File: src/common/sync_action_pkg.sv
package sync_action_pkg;
  // address width, block and word index codes of the register window
  localparam int ADDR_W = 7;
  localparam logic [2:0] BLK_CTRL = 3'h0;
  localparam logic [2:0] BLK_PRESET = 3'h1;
  localparam logic [2:0] BLK_CAPTURE = 3'h2;
  localparam logic [2:0] BLK_UPPER = 3'h3;
  localparam logic [2:0] BLK_LOWER = 3'h4;
  localparam logic [1:0] IDX_CONFIG = 2'h0;
  localparam logic [1:0] IDX_STATUS = 2'h1;
  localparam logic [31:0] CONFIG_RESET = 32'h0000_0000;
  // configuration word field positions
  localparam int CFG_MASK_LSB = 0;
  localparam int CFG_MON_LSB = 8;
  localparam int CFG_TGT_LSB = 10;
  localparam int CFG_DRV_LSB = 13;
  localparam int CFG_CAP_LSB = 16;
  localparam int CFG_LOAD_LSB = 18;
  localparam int CFG_SRC_LSB = 21;
  // status word field positions
  localparam int STS_BUSY_LSB = 0;
  localparam int STS_AUX_LSB = 4;
  localparam int STS_HIT_LSB = 8;
  // activation factor codes
  localparam logic [7:0] EV_GE_UPPER = 8'h01;
  localparam logic [7:0] EV_LT_UPPER = 8'h02;
  localparam logic [7:0] EV_LT_LOWER = 8'h04;
  localparam logic [7:0] EV_GE_LOWER = 8'h08;
  localparam logic [7:0] EV_DRIVE_START = 8'h10;
  localparam logic [7:0] EV_DRIVE_END = 8'h20;
  localparam logic [7:0] EV_AUX_RISE = 8'h40;
  localparam logic [7:0] EV_AUX_FALL = 8'h80;
  localparam logic [7:0] EV_NONE = 8'h00;
  // drive action codes
  localparam logic [2:0] DRV_NONE = 3'h0;
  localparam logic [2:0] FIXED_PULSE_PLUS = 3'h1;
  localparam logic [2:0] FIXED_PULSE_MINUS = 3'h2;
  localparam logic [2:0] CONTINUOUS_PULSE_PLUS = 3'h3;
  localparam logic [2:0] CONTINUOUS_PULSE_MINUS = 3'h4;
  localparam logic [2:0] DECELERATING_STOP = 3'h5;
  localparam logic [2:0] IMMEDIATE_STOP = 3'h6;
  // capture action codes
  localparam logic [1:0] CAPTURE_NONE = 2'h0;
  localparam logic [1:0] CAPTURE_LOGICAL_POSITION = 2'h1;
  localparam logic [1:0] CAPTURE_REAL_POSITION = 2'h2;
  // load action codes
  localparam logic [2:0] LOAD_NONE = 3'h0;
  localparam logic [2:0] LOAD_LOGICAL_POSITION = 3'h1;
  localparam logic [2:0] LOAD_REAL_POSITION = 3'h2;
  localparam logic [2:0] LOAD_DRIVE_OFFSET = 3'h3;
  localparam logic [2:0] LOAD_DRIVE_SPEED = 3'h4;
endpackage

File: src/core/avs_word_slave.sv
module avs_word_slave (
  input wire logic clk,
  input wire logic rst_b,
  input wire logic read,
  input wire logic write,
  input wire logic [31:0] rd_value,
  output logic waitrequest,
  output logic [31:0] readdata,
  output logic wr_fire
);
  typedef enum logic {SLV_IDLE, SLV_DONE} slv_phase_t;
  typedef struct packed {
    slv_phase_t phase;
    logic [31:0] rdata;
  } slv_state_t;
  slv_state_t st_reg;
  slv_state_t st_next;

  // one wait cycle, then the answer edge
  always_comb
  begin
    st_next = st_reg;
    case (st_reg.phase)
      SLV_IDLE:
      begin
        if (read || write)
        begin
          st_next.phase = SLV_DONE;
          st_next.rdata = read ? rd_value : 32'h0000_0000;
        end
      end
      SLV_DONE:
      begin
        st_next.phase = SLV_IDLE;
      end
      default:
      begin
        st_next.phase = SLV_IDLE;
      end
    endcase
  end

  always_ff @(posedge clk)
  begin
    if (!rst_b)
      st_reg <= '0;
    else
      st_reg <= st_next;
  end

  // handshake outputs
  assign waitrequest = (read || write) && (st_reg.phase == SLV_IDLE);
  assign wr_fire = write && (st_reg.phase == SLV_DONE);
  assign readdata = st_reg.rdata;
endmodule

File: src/core/sync_event_detect.sv
module sync_event_detect (
  input wire logic clk,
  input wire logic rst_b,
  input wire logic rearm,
  input wire logic [31:0] position,
  input wire logic [31:0] upper,
  input wire logic [31:0] lower,
  input wire logic busy,
  input wire logic aux,
  output logic [7:0] events
);
  typedef struct packed {
    logic armed;
    logic ge_up;
    logic ge_lo;
    logic busy;
    logic aux;
  } det_state_t;
  det_state_t st_reg;
  det_state_t st_next;
  logic ge_up;
  logic ge_lo;

  // signed compare against both compare values
  assign ge_up = $signed(position) >= $signed(upper);
  assign ge_lo = $signed(position) >= $signed(lower);

  // remember last levels; rearm skips one cycle of history
  always_comb
  begin
    st_next.armed = !rearm;
    st_next.ge_up = ge_up;
    st_next.ge_lo = ge_lo;
    st_next.busy = busy;
    st_next.aux = aux;
  end

  // transitions become activation events
  always_comb
  begin
    events = sync_action_pkg::EV_NONE;
    if (st_reg.armed)
    begin
      if (ge_up && !st_reg.ge_up)
        events = events | sync_action_pkg::EV_GE_UPPER;
      if (!ge_up && st_reg.ge_up)
        events = events | sync_action_pkg::EV_LT_UPPER;
      if (!ge_lo && st_reg.ge_lo)
        events = events | sync_action_pkg::EV_LT_LOWER;
      if (ge_lo && !st_reg.ge_lo)
        events = events | sync_action_pkg::EV_GE_LOWER;
      if (busy && !st_reg.busy)
        events = events | sync_action_pkg::EV_DRIVE_START;
      if (!busy && st_reg.busy)
        events = events | sync_action_pkg::EV_DRIVE_END;
      if (aux && !st_reg.aux)
        events = events | sync_action_pkg::EV_AUX_RISE;
      if (!aux && st_reg.aux)
        events = events | sync_action_pkg::EV_AUX_FALL;
    end
  end

  always_ff @(posedge clk)
  begin
    if (!rst_b)
      st_reg <= '0;
    else
      st_reg <= st_next;
  end
endmodule

File: src/core/axis_synchronous_action_unit.sv
// Overview of operation
// - flag 0x01 on reaching upper compare, 0x02 below it, 0x04 below lower.
// - flag 0x08 when selected position reaches or passes the lower compare.
// - flag 0x10 when monitored axis starts driving, 0x20 when it ends.
// - flag 0x40 on a rising edge of the monitored axis third input.
// - flag 0x80 on a falling edge of the monitored axis third input.
// - activation mask is an OR of event codes; several may be enabled.
// - an all-zero mask disables every drive, capture and load action.
// - 3-bit target set picks next, second and third axis cyclically.
// - drive selector holds 0 to 7; zero and seven mean no drive action.
// - codes 1 and 2 start fixed-pulse drives plus or minus.
// - codes 3 and 4 start continuous drives plus or minus.
// - a start is ignored for any target axis already moving.
// - code 5 stops targets with deceleration, code 6 stops at once.
// - capture code 1 copies logical position; zero disables capture.
// - capture code 2 copies encoder position; only one code at a time.
// - captured value stays until the next capture event.
// - load code 1 loads preset into logical position; zero disables.
// - load code 2 loads preset into encoder position.
// - load code 3 loads preset as fixed-pulse offset.
// - load code 4 loads preset as new drive speed.
module axis_synchronous_action_unit (
  input wire logic REF_CLK,
  input wire logic RST_B,
  input wire logic [sync_action_pkg::ADDR_W-1:0] AVS_ADDRESS,
  input wire logic AVS_READ,
  input wire logic AVS_WRITE,
  input wire logic [31:0] AVS_WRITEDATA,
  input wire logic [3:0] AVS_BYTEENABLE,
  output logic [31:0] AVS_READDATA,
  output logic AVS_WAITREQUEST,
  input wire logic [3:0][31:0] LOGICAL_POSITION_COUNTER,
  input wire logic [3:0][31:0] ENCODER_POSITION_COUNTER,
  input wire logic [3:0] DRIVE_BUSY,
  input wire logic [3:0] AUX_INPUT_THREE,
  output logic [3:0] DRIVE_START,
  output logic DRIVE_MINUS,
  output logic DRIVE_FIXED,
  output logic [3:0] STOP_DECEL,
  output logic [3:0] STOP_NOW,
  output logic [3:0] LOAD_LOGICAL,
  output logic [3:0] LOAD_ENCODER,
  output logic [3:0] LOAD_OFFSET,
  output logic [3:0] LOAD_SPEED,
  output logic [3:0][31:0] PRESET_VALUE,
  output logic SYNC_EVENT
);
  typedef struct packed {
    logic [31:0] config_word;
    logic [3:0][31:0] preset;
    logic [3:0][31:0] capture;
    logic [3:0][31:0] upper;
    logic [3:0][31:0] lower;
    logic [3:0] aux_meta;
    logic [3:0] aux_sync;
    logic [7:0] last_hit;
    logic [3:0] start;
    logic minus;
    logic fixed;
    logic [3:0] stop_decel;
    logic [3:0] stop_now;
    logic [3:0] load_lp;
    logic [3:0] load_ep;
    logic [3:0] load_ofs;
    logic [3:0] load_spd;
    logic event_pulse;
  } unit_state_t;
  unit_state_t st_reg;
  unit_state_t st_next;

  logic wr_fire;
  logic [31:0] rd_value;
  logic [7:0] events;
  logic [7:0] mask;
  logic [1:0] mon;
  logic [2:0] tset;
  logic [2:0] drv;
  logic [1:0] cap;
  logic [2:0] load;
  logic [3:0] src_ep;
  logic [31:0] pos_sel;
  logic [3:0] tgt_axes;
  logic [3:0] affected;
  logic [3:0] start_ok;
  logic trig;
  logic [2:0] blk;
  logic [1:0] idx;

  // cyclic target decode relative to the monitored axis
  function automatic logic [3:0] target_axes(input logic [1:0] m,
                                             input logic [2:0] s);
    logic [3:0] r;
    r = 4'h0;
    for (int k = 0; k < 3; k++)
      r[2'(m + 2'(k + 1))] = s[k];
    return r;
  endfunction

  function automatic logic [3:0] one_axis(input logic [1:0] m);
    logic [3:0] r;
    r = 4'h0;
    r[m] = 1'b1;
    return r;
  endfunction

  // byte-lane merge for register writes
  function automatic logic [31:0] merge(input logic [31:0] old_v,
                                        input logic [31:0] new_v,
                                        input logic [3:0] be);
    logic [31:0] r;
    r = old_v;
    for (int b = 0; b < 4; b++)
      if (be[b])
        r[b*8 +: 8] = new_v[b*8 +: 8];
    return r;
  endfunction

  // configuration fields
  assign mask = st_reg.config_word[sync_action_pkg::CFG_MASK_LSB +: 8];
  assign mon = st_reg.config_word[sync_action_pkg::CFG_MON_LSB +: 2];
  assign tset = st_reg.config_word[sync_action_pkg::CFG_TGT_LSB +: 3];
  assign drv = st_reg.config_word[sync_action_pkg::CFG_DRV_LSB +: 3];
  assign cap = st_reg.config_word[sync_action_pkg::CFG_CAP_LSB +: 2];
  assign load = st_reg.config_word[sync_action_pkg::CFG_LOAD_LSB +: 3];
  assign src_ep = st_reg.config_word[sync_action_pkg::CFG_SRC_LSB +: 4];
  assign blk = AVS_ADDRESS[6:4];
  assign idx = AVS_ADDRESS[3:2];

  // compare source of the monitored axis, target sets
  assign pos_sel = src_ep[mon] ? ENCODER_POSITION_COUNTER[mon]
                               : LOGICAL_POSITION_COUNTER[mon];
  assign tgt_axes = target_axes(mon, tset);
  assign affected = (tgt_axes != 4'h0) ? tgt_axes : one_axis(mon);
  assign start_ok = tgt_axes & ~DRIVE_BUSY;
  assign trig = |(events & mask);

  avs_word_slave slave (
    .clk(REF_CLK),
    .rst_b(RST_B),
    .read(AVS_READ),
    .write(AVS_WRITE),
    .rd_value(rd_value),
    .waitrequest(AVS_WAITREQUEST),
    .readdata(AVS_READDATA),
    .wr_fire(wr_fire)
  );

  sync_event_detect detect (
    .clk(REF_CLK),
    .rst_b(RST_B),
    .rearm(wr_fire && blk == sync_action_pkg::BLK_CTRL),
    .position(pos_sel),
    .upper(st_reg.upper[mon]),
    .lower(st_reg.lower[mon]),
    .busy(DRIVE_BUSY[mon]),
    .aux(st_reg.aux_sync[mon]),
    .events(events)
  );

  // read mux; unmapped words read zero
  always_comb
  begin
    rd_value = 32'h0000_0000;
    case (blk)
      sync_action_pkg::BLK_CTRL:
      begin
        if (idx == sync_action_pkg::IDX_CONFIG)
          rd_value = st_reg.config_word;
        else if (idx == sync_action_pkg::IDX_STATUS)
        begin
          rd_value[sync_action_pkg::STS_BUSY_LSB +: 4] = DRIVE_BUSY;
          rd_value[sync_action_pkg::STS_AUX_LSB +: 4] = st_reg.aux_sync;
          rd_value[sync_action_pkg::STS_HIT_LSB +: 8] = st_reg.last_hit;
        end
      end
      sync_action_pkg::BLK_PRESET: rd_value = st_reg.preset[idx];
      sync_action_pkg::BLK_CAPTURE: rd_value = st_reg.capture[idx];
      sync_action_pkg::BLK_UPPER: rd_value = st_reg.upper[idx];
      sync_action_pkg::BLK_LOWER: rd_value = st_reg.lower[idx];
      default: rd_value = 32'h0000_0000;
    endcase
  end

  // register writes, pin sync and actions on each trigger
  always_comb
  begin
    st_next = st_reg;
    st_next.aux_meta = AUX_INPUT_THREE;
    st_next.aux_sync = st_reg.aux_meta;
    st_next.start = 4'h0;
    st_next.stop_decel = 4'h0;
    st_next.stop_now = 4'h0;
    st_next.load_lp = 4'h0;
    st_next.load_ep = 4'h0;
    st_next.load_ofs = 4'h0;
    st_next.load_spd = 4'h0;
    st_next.event_pulse = trig;
    if (wr_fire)
    begin
      case (blk)
        sync_action_pkg::BLK_CTRL:
          if (idx == sync_action_pkg::IDX_CONFIG)
            st_next.config_word = merge(st_reg.config_word, AVS_WRITEDATA,
                                        AVS_BYTEENABLE);
        sync_action_pkg::BLK_PRESET:
          st_next.preset[idx] = merge(st_reg.preset[idx], AVS_WRITEDATA,
                                      AVS_BYTEENABLE);
        sync_action_pkg::BLK_UPPER:
          st_next.upper[idx] = merge(st_reg.upper[idx], AVS_WRITEDATA,
                                     AVS_BYTEENABLE);
        sync_action_pkg::BLK_LOWER:
          st_next.lower[idx] = merge(st_reg.lower[idx], AVS_WRITEDATA,
                                     AVS_BYTEENABLE);
        default: st_next.config_word = st_reg.config_word;
      endcase
    end
    if (trig)
    begin
      st_next.last_hit = events & mask;
      // drive action, starts ignored for busy targets
      case (drv)
        sync_action_pkg::FIXED_PULSE_PLUS,
        sync_action_pkg::FIXED_PULSE_MINUS:
        begin
          st_next.start = start_ok;
          st_next.fixed = 1'b1;
          st_next.minus = (drv == sync_action_pkg::FIXED_PULSE_MINUS);
        end
        sync_action_pkg::CONTINUOUS_PULSE_PLUS,
        sync_action_pkg::CONTINUOUS_PULSE_MINUS:
        begin
          st_next.start = start_ok;
          st_next.fixed = 1'b0;
          st_next.minus = (drv == sync_action_pkg::CONTINUOUS_PULSE_MINUS);
        end
        sync_action_pkg::DECELERATING_STOP: st_next.stop_decel = tgt_axes;
        sync_action_pkg::IMMEDIATE_STOP: st_next.stop_now = tgt_axes;
        default: st_next.start = 4'h0;
      endcase
      // capture into the monitored axis buffer
      case (cap)
        sync_action_pkg::CAPTURE_LOGICAL_POSITION:
          st_next.capture[mon] = LOGICAL_POSITION_COUNTER[mon];
        sync_action_pkg::CAPTURE_REAL_POSITION:
          st_next.capture[mon] = ENCODER_POSITION_COUNTER[mon];
        default: st_next.capture = st_reg.capture;
      endcase
      // preset loads
      case (load)
        sync_action_pkg::LOAD_LOGICAL_POSITION:
          st_next.load_lp = one_axis(mon);
        sync_action_pkg::LOAD_REAL_POSITION:
          st_next.load_ep = one_axis(mon);
        sync_action_pkg::LOAD_DRIVE_OFFSET:
          st_next.load_ofs = affected;
        sync_action_pkg::LOAD_DRIVE_SPEED:
          st_next.load_spd = affected;
        default: st_next.load_lp = 4'h0;
      endcase
    end
  end

  always_ff @(posedge REF_CLK)
  begin
    if (!RST_B)
    begin
      st_reg <= '0;
      st_reg.config_word <= sync_action_pkg::CONFIG_RESET;
    end
    else
      st_reg <= st_next;
  end

  // outputs straight from flops
  assign DRIVE_START = st_reg.start;
  assign DRIVE_MINUS = st_reg.minus;
  assign DRIVE_FIXED = st_reg.fixed;
  assign STOP_DECEL = st_reg.stop_decel;
  assign STOP_NOW = st_reg.stop_now;
  assign LOAD_LOGICAL = st_reg.load_lp;
  assign LOAD_ENCODER = st_reg.load_ep;
  assign LOAD_OFFSET = st_reg.load_ofs;
  assign LOAD_SPEED = st_reg.load_spd;
  assign PRESET_VALUE = st_reg.preset;
  assign SYNC_EVENT = st_reg.event_pulse;
endmodule

File: config.mk
export PLATFORM = sky130hd
export DESIGN_NAME = axis_synchronous_action_unit
export DESIGN_NICKNAME = d
export VERILOG_FILES = /design/src/common/sync_action_pkg.sv /design/src/core/avs_word_slave.sv /design/src/core/sync_event_detect.sv /design/src/core/axis_synchronous_action_unit.sv
export SDC_FILE = /design/constraint.sdc
export NUM_CORES = 2
export LEC_CHECK = 0
export BUFFER_PORTS_ARGS = -buffer_cell sky130_fd_sc_hd__buf_2
export CAP_MARGIN = 10
export CORE_AREA = 5 5 231 278
export CTS_CLUSTER_DIAMETER = 100
export DETAILED_ROUTE_END_ITERATION = 8
export DIE_AREA = 0 0 236 283
export HOLD_SLACK_MARGIN = 0.02
export PLACE_DENSITY = 0.79
export SLEW_MARGIN = 40
export SYNTH_ARGS = -nofsm -noshare
export SYNTH_HDL_FRONTEND = slang
export SYNTH_HIERARCHICAL = 1
export SYNTH_SLANG_ARGS = --single-unit
File: constraint.sdc
create_clock -name REF_CLK -period 6.4 [get_ports REF_CLK]
set_input_delay 0.64 -clock REF_CLK [delete_from_list [all_inputs] [get_ports REF_CLK]]
set_output_delay 0.64 -clock REF_CLK [all_outputs]
set_load 0.005 [all_outputs]
==> out/metrics.cfg <==
[sta]
hold_viol = 0
max_slew_margin_pct = 39.5
tightest_slew_ns = 0.908
period_minus_slack_ns = 5.82
period_share_pct = 91.0
drv_slew = 0
setup_tns_ns = 0
finalSetupViolCount = 0
rsz0062_at_grt = false
fin_skew_ns = 0.0247
max_freq_mhz = 172

[setup_path]
r2r_start = mon[0]
arrival_ns = 6.34
critPathCapture = st_reg[329]
cp_data_required_time_ns = 6.92
end_kind = flip-flop
crit_path_start = mon[0]
critPathKind = reg2reg
timing.rr.end = st_reg[329]
critPathMaxFanout = 43
rrSetupSlack_ns = 0.58
rr_worst_depth = 15
startpoint_type = flip-flop

[clock_network]
h-tree-depth = 3
insertion_delay_ns = 0.61
cts_tree = done
cts-resized-gates = 0
cts_sinks = 629
clock_path_buffers = 3
post_cts_buffers = 0
cts_root_buffer = clkbuf_16
clk_pin_slew_ns = 0.06
cts_inserted_buffers = 66
hold_buffers = 0

[global_route]
overflow = 0
antenna_found_initial = 17
grt_pass1_vias = 30000
grt_pass1_wl_um = 181000
grt_max_degree = 171
track_usage_pct = 34.2

[power_and_ir_drop]
p_seq_share_pct = 45.7
swShare_pct = 24.1
switchingPower_uw = 2080
p_comb_share_pct = 7.8
p_int_uw = 6550
leakagePower_uw = 0.0162
peakVddDrop_v = 0.000171
p_per_area_nw_per_um2 = 222
clkPwrFrac_pct = 46.6

[run]
maxCapViolCount = 0

[routing]
vias_per_cell = 6.41
drt_iter0_markers = 3478
post_drt_wl_per_cell_um = 24.4
ant_nets = 0
vias = 31600
drc = 0
wl_um = 120000
dr.pass1.iters = 5

[finish]
final_common_cell = dfxtp_1
largest_register_ffs = 406
final_cell_mix = 627 x dfxtp_1, 497 x buf_2, 466 x o21ai_0
stdcell_count = 4924
area_growth_pct = 10.4
fillCellCount = 5038
nNetsFinal = 4424
drive_above_1_share_pct = 23.5

[floorplan]
start_util_pct = 57.2
die_h_um = 283
die_x_um = 236
ioPinCount = 503
placementRows = 100
core_um2 = 61400
dieArea_um2 = 66800

[place]
gp_congestion = 0.976
dp_cells = 4793
io_buffers = 500
hpwl_um = 84300

[logic_synthesis]
avgSynthCellArea_um2 = 8.94
synth_area_leaders = dfxtp_1 36%, mux4_2 12%, mux2i_1 6.9%
synthArstFlopShare_pct = 0
synth_top_cell_by_area = dfxtp_1
synth_area_um2 = 35200
synth_cells = 3935
ys_ff_latch = 629
synth-edff-count = 0
syn_nets = 4311
synth_cell_types = 61
ys_seq_area_share_pct = 35.8
ys_warn_count = 6
synth_top_area_share_pct = 35.8
synthFlopType = dfxtp_1

[outcome]
outcome = completed

[min_path]
min_path_type = in2reg

==> synth_stat cells (5+ instances only) <==
| cell | n |
|---|---|
| o21ai_1 | 36 |
| buf_6 | 9 |
| a21o_1 | 7 |
| a211oi_1 | 19 |
| o21ai_0 | 466 |
| o21a_1 | 20 |
| mux2_2 | 65 |
| nor3_1 | 8 |
| and2_1 | 19 |
| nand3_1 | 118 |
| a21boi_0 | 8 |
| mux2i_1 | 242 |
| nand2_1 | 349 |
| a22oi_1 | 97 |
| o2bb2ai_1 | 33 |
| buf_4 | 208 |
| o211a_1 | 96 |
| buf_2 | 78 |
| o22ai_2 | 30 |
| nor4_1 | 20 |
| ha_1 | 65 |
| nand4_1 | 29 |
| mux4_2 | 180 |
| buf_1 | 21 |
| nor2_1 | 461 |
| nand2b_1 | 9 |
| a21oi_1 | 208 |
| a221oi_1 | 15 |
| clkbuf_1 | 191 |
| inv_1 | 133 |
| dfxtp_1 | 629 |
| and4_1 | 5 |
| nor2b_1 | 7 |
==> per-stage QoR <==
stage	setup slack, ns	area [um^2]	util [%]	total power [uW]	hold WS [ns]
detailed placement	0.812	36500	59.4	4670	0.426
finish	0.576	38800	63.2	8630	0.243
global route	0.470	38800	63.2	8850	0.237
floorplan	1.88	35200	-	4430	0.412
CTS	0.793	38700	63.0	8630	0.221
global placement	0.931	36400	59.3	4660	0.421
==> layout make-up <==
type | instances | area [um^2] | area share [%]
antenna | 11 | 27.5 | 0.0709
clock buffer | 101 | 1990 | 5.12
clock inverter | 16 | 243 | 0.625
inverter | 133 | 499 | 1.29
multi-input combinational | 2663 | 19300 | 49.7
sequential | 629 | 12600 | 32.5
tap | 816 | 1020 | 2.63
timing repair buffer | 555 | 3140 | 8.10
==> worst min-delay path by stage <==
stage / from / endpoint / slack [ns] / depth (start not counted)
6_report: AUX_INPUT_THREE[1] / st_next[40] / 0.24 / 2
2_1_floorplan: st_next[39] / st_reg[39] / 0.41 / 1
3_5_place_dp: st_next[40] / st_reg[40] / 0.43 / 1
5_1_grt: AUX_INPUT_THREE[1] / st_next[40] / 0.24 / 2
3_3_place_gp: st_next[40] / st_reg[40] / 0.42 / 1
4_1_cts: AUX_INPUT_THREE[1] / st_next[40] / 0.22 / 2
==> power groups by stage <==
stage	Clock [uW]	Combinational, uW	Sequential [uW]
2_1_floorplan	0	402	4020
3_3_place_gp	0	633	4030
3_5_place_dp	0	646	4030
4_1_cts	4040	650	3940
5_1_grt	4200	717	3940
6_report	4020	671	3940
==> critical path, stage by stage, from the launching register on <==
cell and delay (ns):
dfxtp_4 0.39, mux4_4 1.02, buf_4 0.41, mux2i_1 0.15, mux2_2 0.35, ha_1 0.32
a2111oi_0 0.39, nor4_1 0.12, o41ai_2 0.54, a311oi_1 0.17, nand2_1 0.13, and4_1 0.65
nand2_1 0.35, a21boi_2 0.27, buf_12 0.24, o2bb2ai_1 0.14
==> cell families after synthesis <==
kind of cell | after synthesis | synth area share (%)
AO/OA/AOI/OAI | 1059 | 18.9
XOR/XNOR | 1 | 0.0249
adder cells (fa/ha/maj) | 65 | 2.31
buffers and inverters | 643 | 9.69
flip-flops | 629 | 35.8
multiplexers | 487 | 20.5
AND/OR/NAND/NOR | 1051 | 12.7
==> routing by layer <==
metal	vias up	share of wire [%]	GRT usage, %
met3	328	12	8.85
met1	15100	38	44.0
met5	-	0.071	0
met4	12	6.7	19.9
li1	14200	-	-
met2	2019	44	52.2
Note: power is estimated with default switching activity, not from simulation.
